[src/ovuc_pkg.sv]
// package: register offsets, field layouts and reset values for the output volume control block
`default_nettype none
package ovuc_pkg;
   // register indices (word addresses on the control port)
   localparam logic [6:0] OVUC_ADDR_PWR      = 7'h03;
   localparam logic [6:0] OVUC_ADDR_SPK_MODE = 7'h30;
   localparam logic [6:0] OVUC_ADDR_BOOST    = 7'h31;
   localparam logic [6:0] OVUC_ADDR_HP_L     = 7'h34;
   localparam logic [6:0] OVUC_ADDR_HP_R     = 7'h35;
   localparam logic [6:0] OVUC_ADDR_SPK_L    = 7'h36;
   localparam logic [6:0] OVUC_ADDR_SPK_R    = 7'h37;
   localparam logic [6:0] OVUC_ADDR_AUX2     = 7'h38;
   localparam logic [6:0] OVUC_ADDR_AUX1     = 7'h39;
   localparam logic [6:0] OVUC_ADDR_STATUS   = 7'h3a;

   // volume register fields: [5:0] gain, [6] mute, [7] zero-cross enable, [8] update
   localparam int OVUC_VOL_W      = 6;
   localparam int OVUC_BIT_MUTE   = 6;
   localparam int OVUC_BIT_ZC     = 7;
   localparam int OVUC_BIT_UPDATE = 8;
   // gain code 0 = -57 dB, step 3 dB, code 21 = +6 dB (top of range)
   localparam logic [5:0] OVUC_GAIN_MAX   = 6'h15;
   localparam logic [5:0] OVUC_GAIN_RST   = 6'h13;

   // power register fields
   localparam int OVUC_PWR_HP_L   = 0;
   localparam int OVUC_PWR_HP_R   = 1;
   localparam int OVUC_PWR_SPK_L  = 2;
   localparam int OVUC_PWR_SPK_R  = 3;
   localparam int OVUC_PWR_AUX1   = 4;
   localparam int OVUC_PWR_AUX2   = 5;
   localparam int OVUC_PWR_BIAS   = 6;
   localparam logic [8:0] OVUC_PWR_RST = 9'h000;

   // boost register: [0] speaker boost, [1] aux boost; both set after reset
   localparam int OVUC_BOOST_SPK  = 0;
   localparam int OVUC_BOOST_AUX  = 1;
   localparam logic [8:0] OVUC_BOOST_RST = 9'h003;

   // speaker mode register: [0] ultralow distortion mode
   localparam int OVUC_MODE_ULD   = 0;
   localparam logic [8:0] OVUC_MODE_RST = 9'h000;

   // aux register: [5:0] gain, [6] mute, [8:7] source select
   localparam int OVUC_AUX_SRC_LO = 7;
   localparam logic [8:0] OVUC_AUX_RST = 9'h040;

   localparam int OVUC_NCH = 4;   // 0 hp left, 1 hp right, 2 spk left, 3 spk right
   localparam logic [7:0] OVUC_VOL_RST = {2'b00, OVUC_GAIN_RST};

   // one channel's volume setting: zero-cross, mute, gain
   typedef struct packed
   {
      logic       zc;
      logic       mute;
      logic [5:0] gain;
   } ovuc_vol_t;

   // drive settings to one analog output stage
   typedef struct packed
   {
      logic       enable;
      logic       mute;
      logic [5:0] gain;
      logic       boost;
   } ovuc_drv_t;
endpackage
`default_nettype wire

[src/ovuc_top.sv]
// output driver power, mute, gain and paired volume commit control
`default_nettype none
//
// Operation
// - headphone mute and gain -57 to +6 dB
// - update bit is write-only commit strobe
// - update 0 stores headphone value pending
// - update 1 commits both headphone channels
// - speaker pair uses same commit scheme
// - zero-cross enabled defers change until crossing
// - zero-cross disabled applies change at once
// - each driver has its own power enable
// - headphones fed only from main mixers
// - boost bits set after reset
// - boost multiplies speaker and aux gain 1.5
// - speaker normal or ultralow distortion mode
// - aux outputs own mute, gain, source
module ovuc_top
(
   // clock, reset, enable
   input  wire logic                i_clk,
   input  wire logic                i_sys_rst,
   input  wire logic                i_ce,
   // register port
   input  wire logic [6:0]          i_addr,
   input  wire logic [8:0]          i_wdata,
   input  wire logic                i_wr,
   input  wire logic                i_rd,
   output logic      [8:0]          o_rdata,
   // zero-crossing pulses from the analog channels (async)
   input  wire logic [3:0]          i_zero_cross,
   // output stage controls
   output ovuc_pkg::ovuc_drv_t      o_left_headphone_out,
   output ovuc_pkg::ovuc_drv_t      o_right_headphone_out,
   output ovuc_pkg::ovuc_drv_t      o_left_speaker_out,
   output ovuc_pkg::ovuc_drv_t      o_right_speaker_out,
   output ovuc_pkg::ovuc_drv_t      o_aux_output_one,
   output ovuc_pkg::ovuc_drv_t      o_aux_output_two,
   output logic      [1:0]          o_aux_one_source,
   output logic      [1:0]          o_aux_two_source,
   output logic                     o_speaker_bias_select,
   output logic                     o_speaker_low_distortion
);
   import ovuc_pkg::*;

   // volume channel index for an address; 4 means not a volume register
   function automatic logic [2:0] vol_index(input logic [6:0] a);
      logic [2:0] idx;
      idx = 3'd4;
      if (a == OVUC_ADDR_HP_L)
         idx = 3'd0;
      else if (a == OVUC_ADDR_HP_R)
         idx = 3'd1;
      else if (a == OVUC_ADDR_SPK_L)
         idx = 3'd2;
      else if (a == OVUC_ADDR_SPK_R)
         idx = 3'd3;
      return idx;
   endfunction

   // clamp a gain code into the documented range
   function automatic logic [5:0] clamp_gain(input logic [5:0] g);
      return (g > OVUC_GAIN_MAX) ? OVUC_GAIN_MAX : g;
   endfunction

   // ---- zero-cross synchronisers ----
   logic [3:0] zc_s1_r;
   logic [3:0] zc_s2_r;
   logic [3:0] zc_s3_r;
   logic [3:0] zc_edge;

   always_ff @(posedge i_clk)
   begin
      if (i_sys_rst)
      begin
         zc_s1_r <= 4'h0;
         zc_s2_r <= 4'h0;
         zc_s3_r <= 4'h0;
      end
      else if (i_ce)
      begin
         zc_s1_r <= i_zero_cross;
         zc_s2_r <= zc_s1_r;
         zc_s3_r <= zc_s2_r;
      end
   end

   // third flop only serves the edge detector, never the first stage
   // crossing marks are counted on a rising edge of the synchronised level
   assign zc_edge = zc_s2_r & ~zc_s3_r;

   // ---- control registers ----
   logic [8:0] pwr_r,   pwr_nxt;
   logic [8:0] boost_r, boost_nxt;
   logic [8:0] mode_r,  mode_nxt;
   logic [8:0] aux1_r,  aux1_nxt;
   logic [8:0] aux2_r,  aux2_nxt;
   logic [8:0] rdata_r, rdata_nxt;

   // ---- per-channel volume state ----
   ovuc_vol_t pend_r   [OVUC_NCH];
   ovuc_vol_t pend_nxt [OVUC_NCH];
   ovuc_vol_t act_r    [OVUC_NCH];
   ovuc_vol_t act_nxt  [OVUC_NCH];
   logic [OVUC_NCH-1:0] wait_r, wait_nxt;   // commit armed, waiting for a crossing

   logic [2:0] widx;
   logic       commit_pair;
   logic [OVUC_NCH-1:0] commit;

   always_comb
   begin
      widx        = vol_index(i_addr);
      commit_pair = 1'b0;
      if (i_wr && widx != 3'd4)
         commit_pair = i_wdata[OVUC_BIT_UPDATE];
      commit = 4'h0;
      if (commit_pair && widx[1] == 1'b0)
         commit[1:0] = 2'b11;
      if (commit_pair && widx[1] == 1'b1 && widx != 3'd4)
         commit[3:2] = 2'b11;
   end

   genvar gc;
   generate
      for (gc = 0; gc < OVUC_NCH; gc++)
      begin : g_chan
         always_comb
         begin
            pend_nxt[gc] = pend_r[gc];
            act_nxt[gc]  = act_r[gc];
            wait_nxt[gc] = wait_r[gc];
            if (i_wr && widx == 3'(gc))
            begin
               pend_nxt[gc].zc   = i_wdata[OVUC_BIT_ZC];
               pend_nxt[gc].mute = i_wdata[OVUC_BIT_MUTE];
               pend_nxt[gc].gain = clamp_gain(i_wdata[OVUC_VOL_W-1:0]);
            end
            if (commit[gc])
            begin
               if (!pend_nxt[gc].zc)
               begin
                  act_nxt[gc]  = pend_nxt[gc];
                  wait_nxt[gc] = 1'b0;
               end
               else
                  wait_nxt[gc] = 1'b1;
            end
            else if (wait_r[gc] && zc_edge[gc])
            begin
               // a later pending write before the crossing is taken in, since pend_r holds the latest value
               act_nxt[gc]  = pend_r[gc];
               wait_nxt[gc] = 1'b0;
            end
            else if (wait_r[gc] && !pend_r[gc].zc)
            begin
               act_nxt[gc]  = pend_r[gc];
               wait_nxt[gc] = 1'b0;
            end
         end

         always_ff @(posedge i_clk)
         begin
            if (i_sys_rst)
            begin
               pend_r[gc] <= OVUC_VOL_RST;
               act_r[gc]  <= OVUC_VOL_RST;
               wait_r[gc] <= 1'b0;
            end
            else if (i_ce)
            begin
               pend_r[gc] <= pend_nxt[gc];
               act_r[gc]  <= act_nxt[gc];
               wait_r[gc] <= wait_nxt[gc];
            end
         end
      end
   endgenerate

   // ---- plain register writes and reads ----
   always_comb
   begin
      pwr_nxt   = pwr_r;
      boost_nxt = boost_r;
      mode_nxt  = mode_r;
      aux1_nxt  = aux1_r;
      aux2_nxt  = aux2_r;
      rdata_nxt = 9'h000;
      if (i_wr)
      begin
         unique case (i_addr)
            OVUC_ADDR_PWR:      pwr_nxt   = i_wdata & 9'h07f;
            OVUC_ADDR_BOOST:    boost_nxt = i_wdata & 9'h003;
            OVUC_ADDR_SPK_MODE: mode_nxt  = i_wdata & 9'h001;
            OVUC_ADDR_AUX1:     aux1_nxt  = {i_wdata[8:6], clamp_gain(i_wdata[5:0])};
            OVUC_ADDR_AUX2:     aux2_nxt  = {i_wdata[8:6], clamp_gain(i_wdata[5:0])};
            default:            ;
         endcase
      end
      if (i_rd)
      begin
         unique case (i_addr)
            OVUC_ADDR_PWR:      rdata_nxt = pwr_r;
            OVUC_ADDR_BOOST:    rdata_nxt = boost_r;
            OVUC_ADDR_SPK_MODE: rdata_nxt = mode_r;
            OVUC_ADDR_AUX1:     rdata_nxt = aux1_r;
            OVUC_ADDR_AUX2:     rdata_nxt = aux2_r;
            OVUC_ADDR_HP_L:     rdata_nxt = {1'b0, pend_r[0]};
            OVUC_ADDR_HP_R:     rdata_nxt = {1'b0, pend_r[1]};
            OVUC_ADDR_SPK_L:    rdata_nxt = {1'b0, pend_r[2]};
            OVUC_ADDR_SPK_R:    rdata_nxt = {1'b0, pend_r[3]};
            OVUC_ADDR_STATUS:   rdata_nxt = {5'h00, wait_r};
            default:            rdata_nxt = 9'h000;
         endcase
      end
   end

   always_ff @(posedge i_clk)
   begin
      if (i_sys_rst)
      begin
         pwr_r   <= OVUC_PWR_RST;
         boost_r <= OVUC_BOOST_RST;
         mode_r  <= OVUC_MODE_RST;
         aux1_r  <= OVUC_AUX_RST;
         aux2_r  <= OVUC_AUX_RST;
         rdata_r <= 9'h000;
      end
      else if (i_ce)
      begin
         pwr_r   <= pwr_nxt;
         boost_r <= boost_nxt;
         mode_r  <= mode_nxt;
         aux1_r  <= aux1_nxt;
         aux2_r  <= aux2_nxt;
         rdata_r <= rdata_nxt;
      end
   end

   assign o_rdata = rdata_r;

   // ---- output stage controls ----
   // fields set one by one so a reordered struct cannot shift a bit
   always_comb
   begin
      // headphones have no source select
      // headphone boost tied low: that stage has no boost mode
      o_left_headphone_out.enable  = pwr_r[OVUC_PWR_HP_L];
      o_left_headphone_out.mute    = act_r[0].mute;
      o_left_headphone_out.gain    = act_r[0].gain;
      o_left_headphone_out.boost   = 1'b0;

      o_right_headphone_out.enable = pwr_r[OVUC_PWR_HP_R];
      o_right_headphone_out.mute   = act_r[1].mute;
      o_right_headphone_out.gain   = act_r[1].gain;
      o_right_headphone_out.boost  = 1'b0;

      o_left_speaker_out.enable    = pwr_r[OVUC_PWR_SPK_L];
      o_left_speaker_out.mute      = act_r[2].mute;
      o_left_speaker_out.gain      = act_r[2].gain;
      o_left_speaker_out.boost     = boost_r[OVUC_BOOST_SPK];

      o_right_speaker_out.enable   = pwr_r[OVUC_PWR_SPK_R];
      o_right_speaker_out.mute     = act_r[3].mute;
      o_right_speaker_out.gain     = act_r[3].gain;
      o_right_speaker_out.boost    = boost_r[OVUC_BOOST_SPK];

      // one boost bit serves both aux stages
      o_aux_output_one.enable      = pwr_r[OVUC_PWR_AUX1];
      o_aux_output_one.mute        = aux1_r[OVUC_BIT_MUTE];
      o_aux_output_one.gain        = aux1_r[5:0];
      o_aux_output_one.boost       = boost_r[OVUC_BOOST_AUX];

      o_aux_output_two.enable      = pwr_r[OVUC_PWR_AUX2];
      o_aux_output_two.mute        = aux2_r[OVUC_BIT_MUTE];
      o_aux_output_two.gain        = aux2_r[5:0];
      o_aux_output_two.boost       = boost_r[OVUC_BOOST_AUX];
   end

   assign o_aux_one_source = aux1_r[OVUC_AUX_SRC_LO+1:OVUC_AUX_SRC_LO];
   assign o_aux_two_source = aux2_r[OVUC_AUX_SRC_LO+1:OVUC_AUX_SRC_LO];
   // bias level is the host's choice per supply; logic only carries it out
   assign o_speaker_bias_select    = pwr_r[OVUC_PWR_BIAS];
   assign o_speaker_low_distortion = mode_r[OVUC_MODE_ULD];
endmodule
`default_nettype wire

[config.mk]
export PLATFORM = sky130hd
export DESIGN_NAME = ovuc_top
export DESIGN_NICKNAME = d
export VERILOG_FILES = /design/src/ovuc_pkg.sv /design/src/ovuc_top.sv
export SDC_FILE = /design/constraint.sdc
export NUM_CORES = 1
export LEC_CHECK = 0
export ABC_AREA = 1
export BUFFER_PORTS_ARGS = -buffer_cell sky130_fd_sc_hd__buf_4
export CAP_MARGIN = 20
export CORE_MARGIN = 4
export CORE_UTILIZATION = 60
export DETAILED_ROUTE_END_ITERATION = 6
export HOLD_SLACK_MARGIN = 0.06
export PLACE_DENSITY = 0.87
export SLEW_MARGIN = 20
export SYNTH_ARGS = -nofsm -noshare
export SYNTH_HDL_FRONTEND = slang
export SYNTH_SLANG_ARGS = --single-unit
export TNS_END_PERCENT = 1
[constraint.sdc]
create_clock -name i_clk -period 4.2 [get_ports i_clk]
set_input_delay 0.21 -clock i_clk [delete_from_list [all_inputs] [get_ports i_clk]]
set_output_delay 0.21 -clock i_clk [all_outputs]
set_load 0.03 [all_outputs]
==> impl_metrics.py <==
metrics = {
    "outcome": {
        "status": "finished with violations",
        "violations": "DRC",
    },
    "cells_and_area": {
        "register_area_um2": 2860,
        "multi_input_area_um2": 2240,
        "area_growth_pct": 25.1,
        "utilization_pct": 78.5,
        "drive_gt1_share_pct": 19.4,
        "layout.nets": 812,
        "final_area_um2": 6950,
        "fillers": 608,
        "diodes": 0,
        "final_cells": 908,
    },
    "timing": {
        "setup-violations-final": 0,
        "worst_pin_slew_ps": 994,
        "slew_violations": 0,
        "max_freq_ghz": 0.430,
        "fin_setup_tns_ps": 0,
        "rsz0062_at_grt": "no",
        "min_period_ps": 2330,
        "whs_ps": 83.1,
        "relSlewSlack_pct": 33.0,
        "hold_viol": 0,
        "fin_skew_ps": 6.15,
        "setup_slack_ps": 1870,
        "min_period_over_period_pct": 55.4,
    },
    "worst_setup_path": {
        "slowest_stage": "o21ai_0",
        "worstPathCellList": "buf_4 -> nand2_1 -> nor2_2 -> nand3_1 -> nand2_1 -> nand2_1 -> inv_1 -> nor2_1 -> o21ai_0",
        "crit_fanout": 14,
        "worst_path_most_repeated_cell": "nand2_1",
        "worst_ep_required_time_ps": 4350,
        "crit_type": "in -> reg",
        "cp-end-kind": "register",
        "arrival_ps": 2470,
        "slowest_delay_ps": 780,
        "critPathLaunchType": "primary input",
    },
    "power_and_ir_drop": {
        "p_leak_nw": 3.04,
        "power_density_nw_per_um2": 407,
        "total_power_mw": 2.83,
        "peakVddDrop_v": 0.000347,
    },
    "global_route": {
        "grt-ovfl-total": 0,
        "grt_pass1_vias": 5126,
        "track_usage_pct": 31.2,
        "grt_max_degree": 45,
        "grt_antenna_before_repair": 0,
        "grt_pass1_wl_mm": 26.9,
    },
    "detailed_routing": {
        "drc": 2,
        "routed_wl_mm": 16.9,
        "drt.antenna.violating_nets": 0,
        "routedWlPerCell_um": 18.6,
        "drtIter0Drc": 662,
        "num_vias": 5359,
        "viasPerCell": 5.90,
        "firstDrtPassIters": 7,
    },
    "floorplan": {
        "die_h_um": 104,
        "initial_core_util_pct": 62.8,
        "ioPinCount": 94,
        "row_count": 34,
        "fp.dieW_um": 104,
        "coreArea_um2": 8850,
        "dieArea_um2": 10900,
    },
    "logic_synthesis": {
        "synth_top_cells_by_count": "nand2_1 (173), inv_1 (66), nand3_1 (64)",
        "async_reset_ff_share_pct": 0,
        "synth.area.top_cells": "edfxtp_1 (32%), dfxtp_1 (19%), nand2_1 (12%)",
        "ys_seq_area_share_pct": 51.6,
        "synth_adder_area_share_pct": 0,
        "synthSimpleGateAreaFrac_pct": 27.6,
        "synth_compound_area_share_pct": 12.6,
        "synthMuxAreaShare_pct": 0,
        "synth-main-ff-cell": "edfxtp_1",
        "synth_area_leader_cell": "edfxtp_1",
        "synth_xor_area_share_pct": 0,
        "syn_area_um2": 5550,
        "synth.avg_cell_area_um2": 8.05,
        "synth_top_family_by_area": "simple AND/OR/NAND/NOR gates",
        "synth.most_common_cell": "nand2_1",
        "yosysTopAreaCellShare_pct": 32.4,
        "yosysUniqueCellTypes": 34,
        "synth_edf_count": 60,
        "ys_seq_elements": 113,
        "netlist_instances": 690,
        "synth_warnings": 0,
    },
    "clock_tree": {
        "cts_setup_buffers": 0,
        "cts_tree": "yes",
        "clkSinkCount": 113,
        "insertion_delay_ps": 530,
        "h-tree-depth": 4,
        "clockRootBuffer": "clkbuf_8",
        "numCtsBuffers": 17,
        "cts_resized": 0,
        "hold_buffers": 14,
        "path_clk_slew_ps": 60,
        "clock_path_buffers": 2,
    },
    "place": {
        "dp_hpwl_mm": 11.5,
        "place_area_um2": 6230,
        "dpl.cell_count": 862,
        "pre_cts_slack_ps": 1420,
        "portBuffers": 91,
        "gp_congestion": 0.941,
    },
    "min_path": {
        "hp-class": "in -> reg",
    },
    "job": {
        "maxCapViolCount": 0,
    },
}
-- sequential cells by signal, summed over array words and instances, names as in the netlist --
name and count:
aux2_r 9, act_r 28, zc_s2_r 4, o_rdata 9, zc_s1_r 4, wait_r 4, zc_s3_r 4, pwr_r 7
mode_r 1, boost_r 2, pend_r 32, aux1_r 9
-- per-layer routing --
metal  global-route usage, %  up-vias  wire length [um]
li1                        -     2474                 -
met1                    38.3     2453              6300
met2                    51.5      357              8160
met3                    7.64       75              1750
met4                    15.3        0               694
met5                       0        -                 0
-- cell usage in the layout, fill, tap and decap left out, drive strengths merged --
master / instances
clkinvlp: 2
dlygate4sd3: 14
nand4: 6
or2: 6
nand3b: 2
clkbuf: 21
o211ai: 7
nand3: 69
bufinv: 3
and3: 1
buf: 95
a21boi: 2
o22ai: 6
inv: 71
conb: 2
o21bai: 4
nor3: 2
o21ai: 72
edfxtp: 60
nand2: 181
a21oi: 39
dfxtp: 53
and2: 4
clkinv: 8
nor2: 70
-- area by class of cell --
cell class,instances,share of cell area (%)
inverters,73,3.96
clock inverters,11,1.98
well taps,108,1.94
clock buffers,21,6.32
repair buffers,109,12.3
flip-flops and latches,113,41.2
multi-input cells,473,32.3
-- power by group --
group	internal (mW)	leakage [nW]	switching [mW]	total, mW
Sequential	1.19	0.985	0.0161	1.20
Clock	0.913	0.279	0.516	1.43
Combinational	0.0575	1.77	0.135	0.192
Total	2.16	3.04	0.667	2.83
-- final timing paths --
kind / startpoint / endpoint / slack, ps / cells past startpoint
min: i_wdata[1] / pwr_r[1] / 80 / 3
min reg2reg: o_rdata[1] / o_rdata[1] / 450 / 2
max: i_addr[4] / act_r[3][0] / 1870 / 9
max reg2reg: pend_r[3][7] / act_r[3][0] / 2240 / 5
-- logic make-up (layout without fill, tap and decap cells) --
| family | after synthesis | in the layout |
|---|---|---|
| AOI/OAI and AO/OA | 130 | 130 |
| buffers and inverters | 105 | 214 |
| DFF | 113 | 113 |
| and+or+nand+nor | 341 | 341 |
| other | 1 | 2 |
-- critical path: cells and delay by family --
family / cells / cell delay, ps
compound gates: 1 / 780
simple gates: 6 / 1270
buf+inv: 2 / 200
Note: power is estimated with default switching activity, not from simulation.
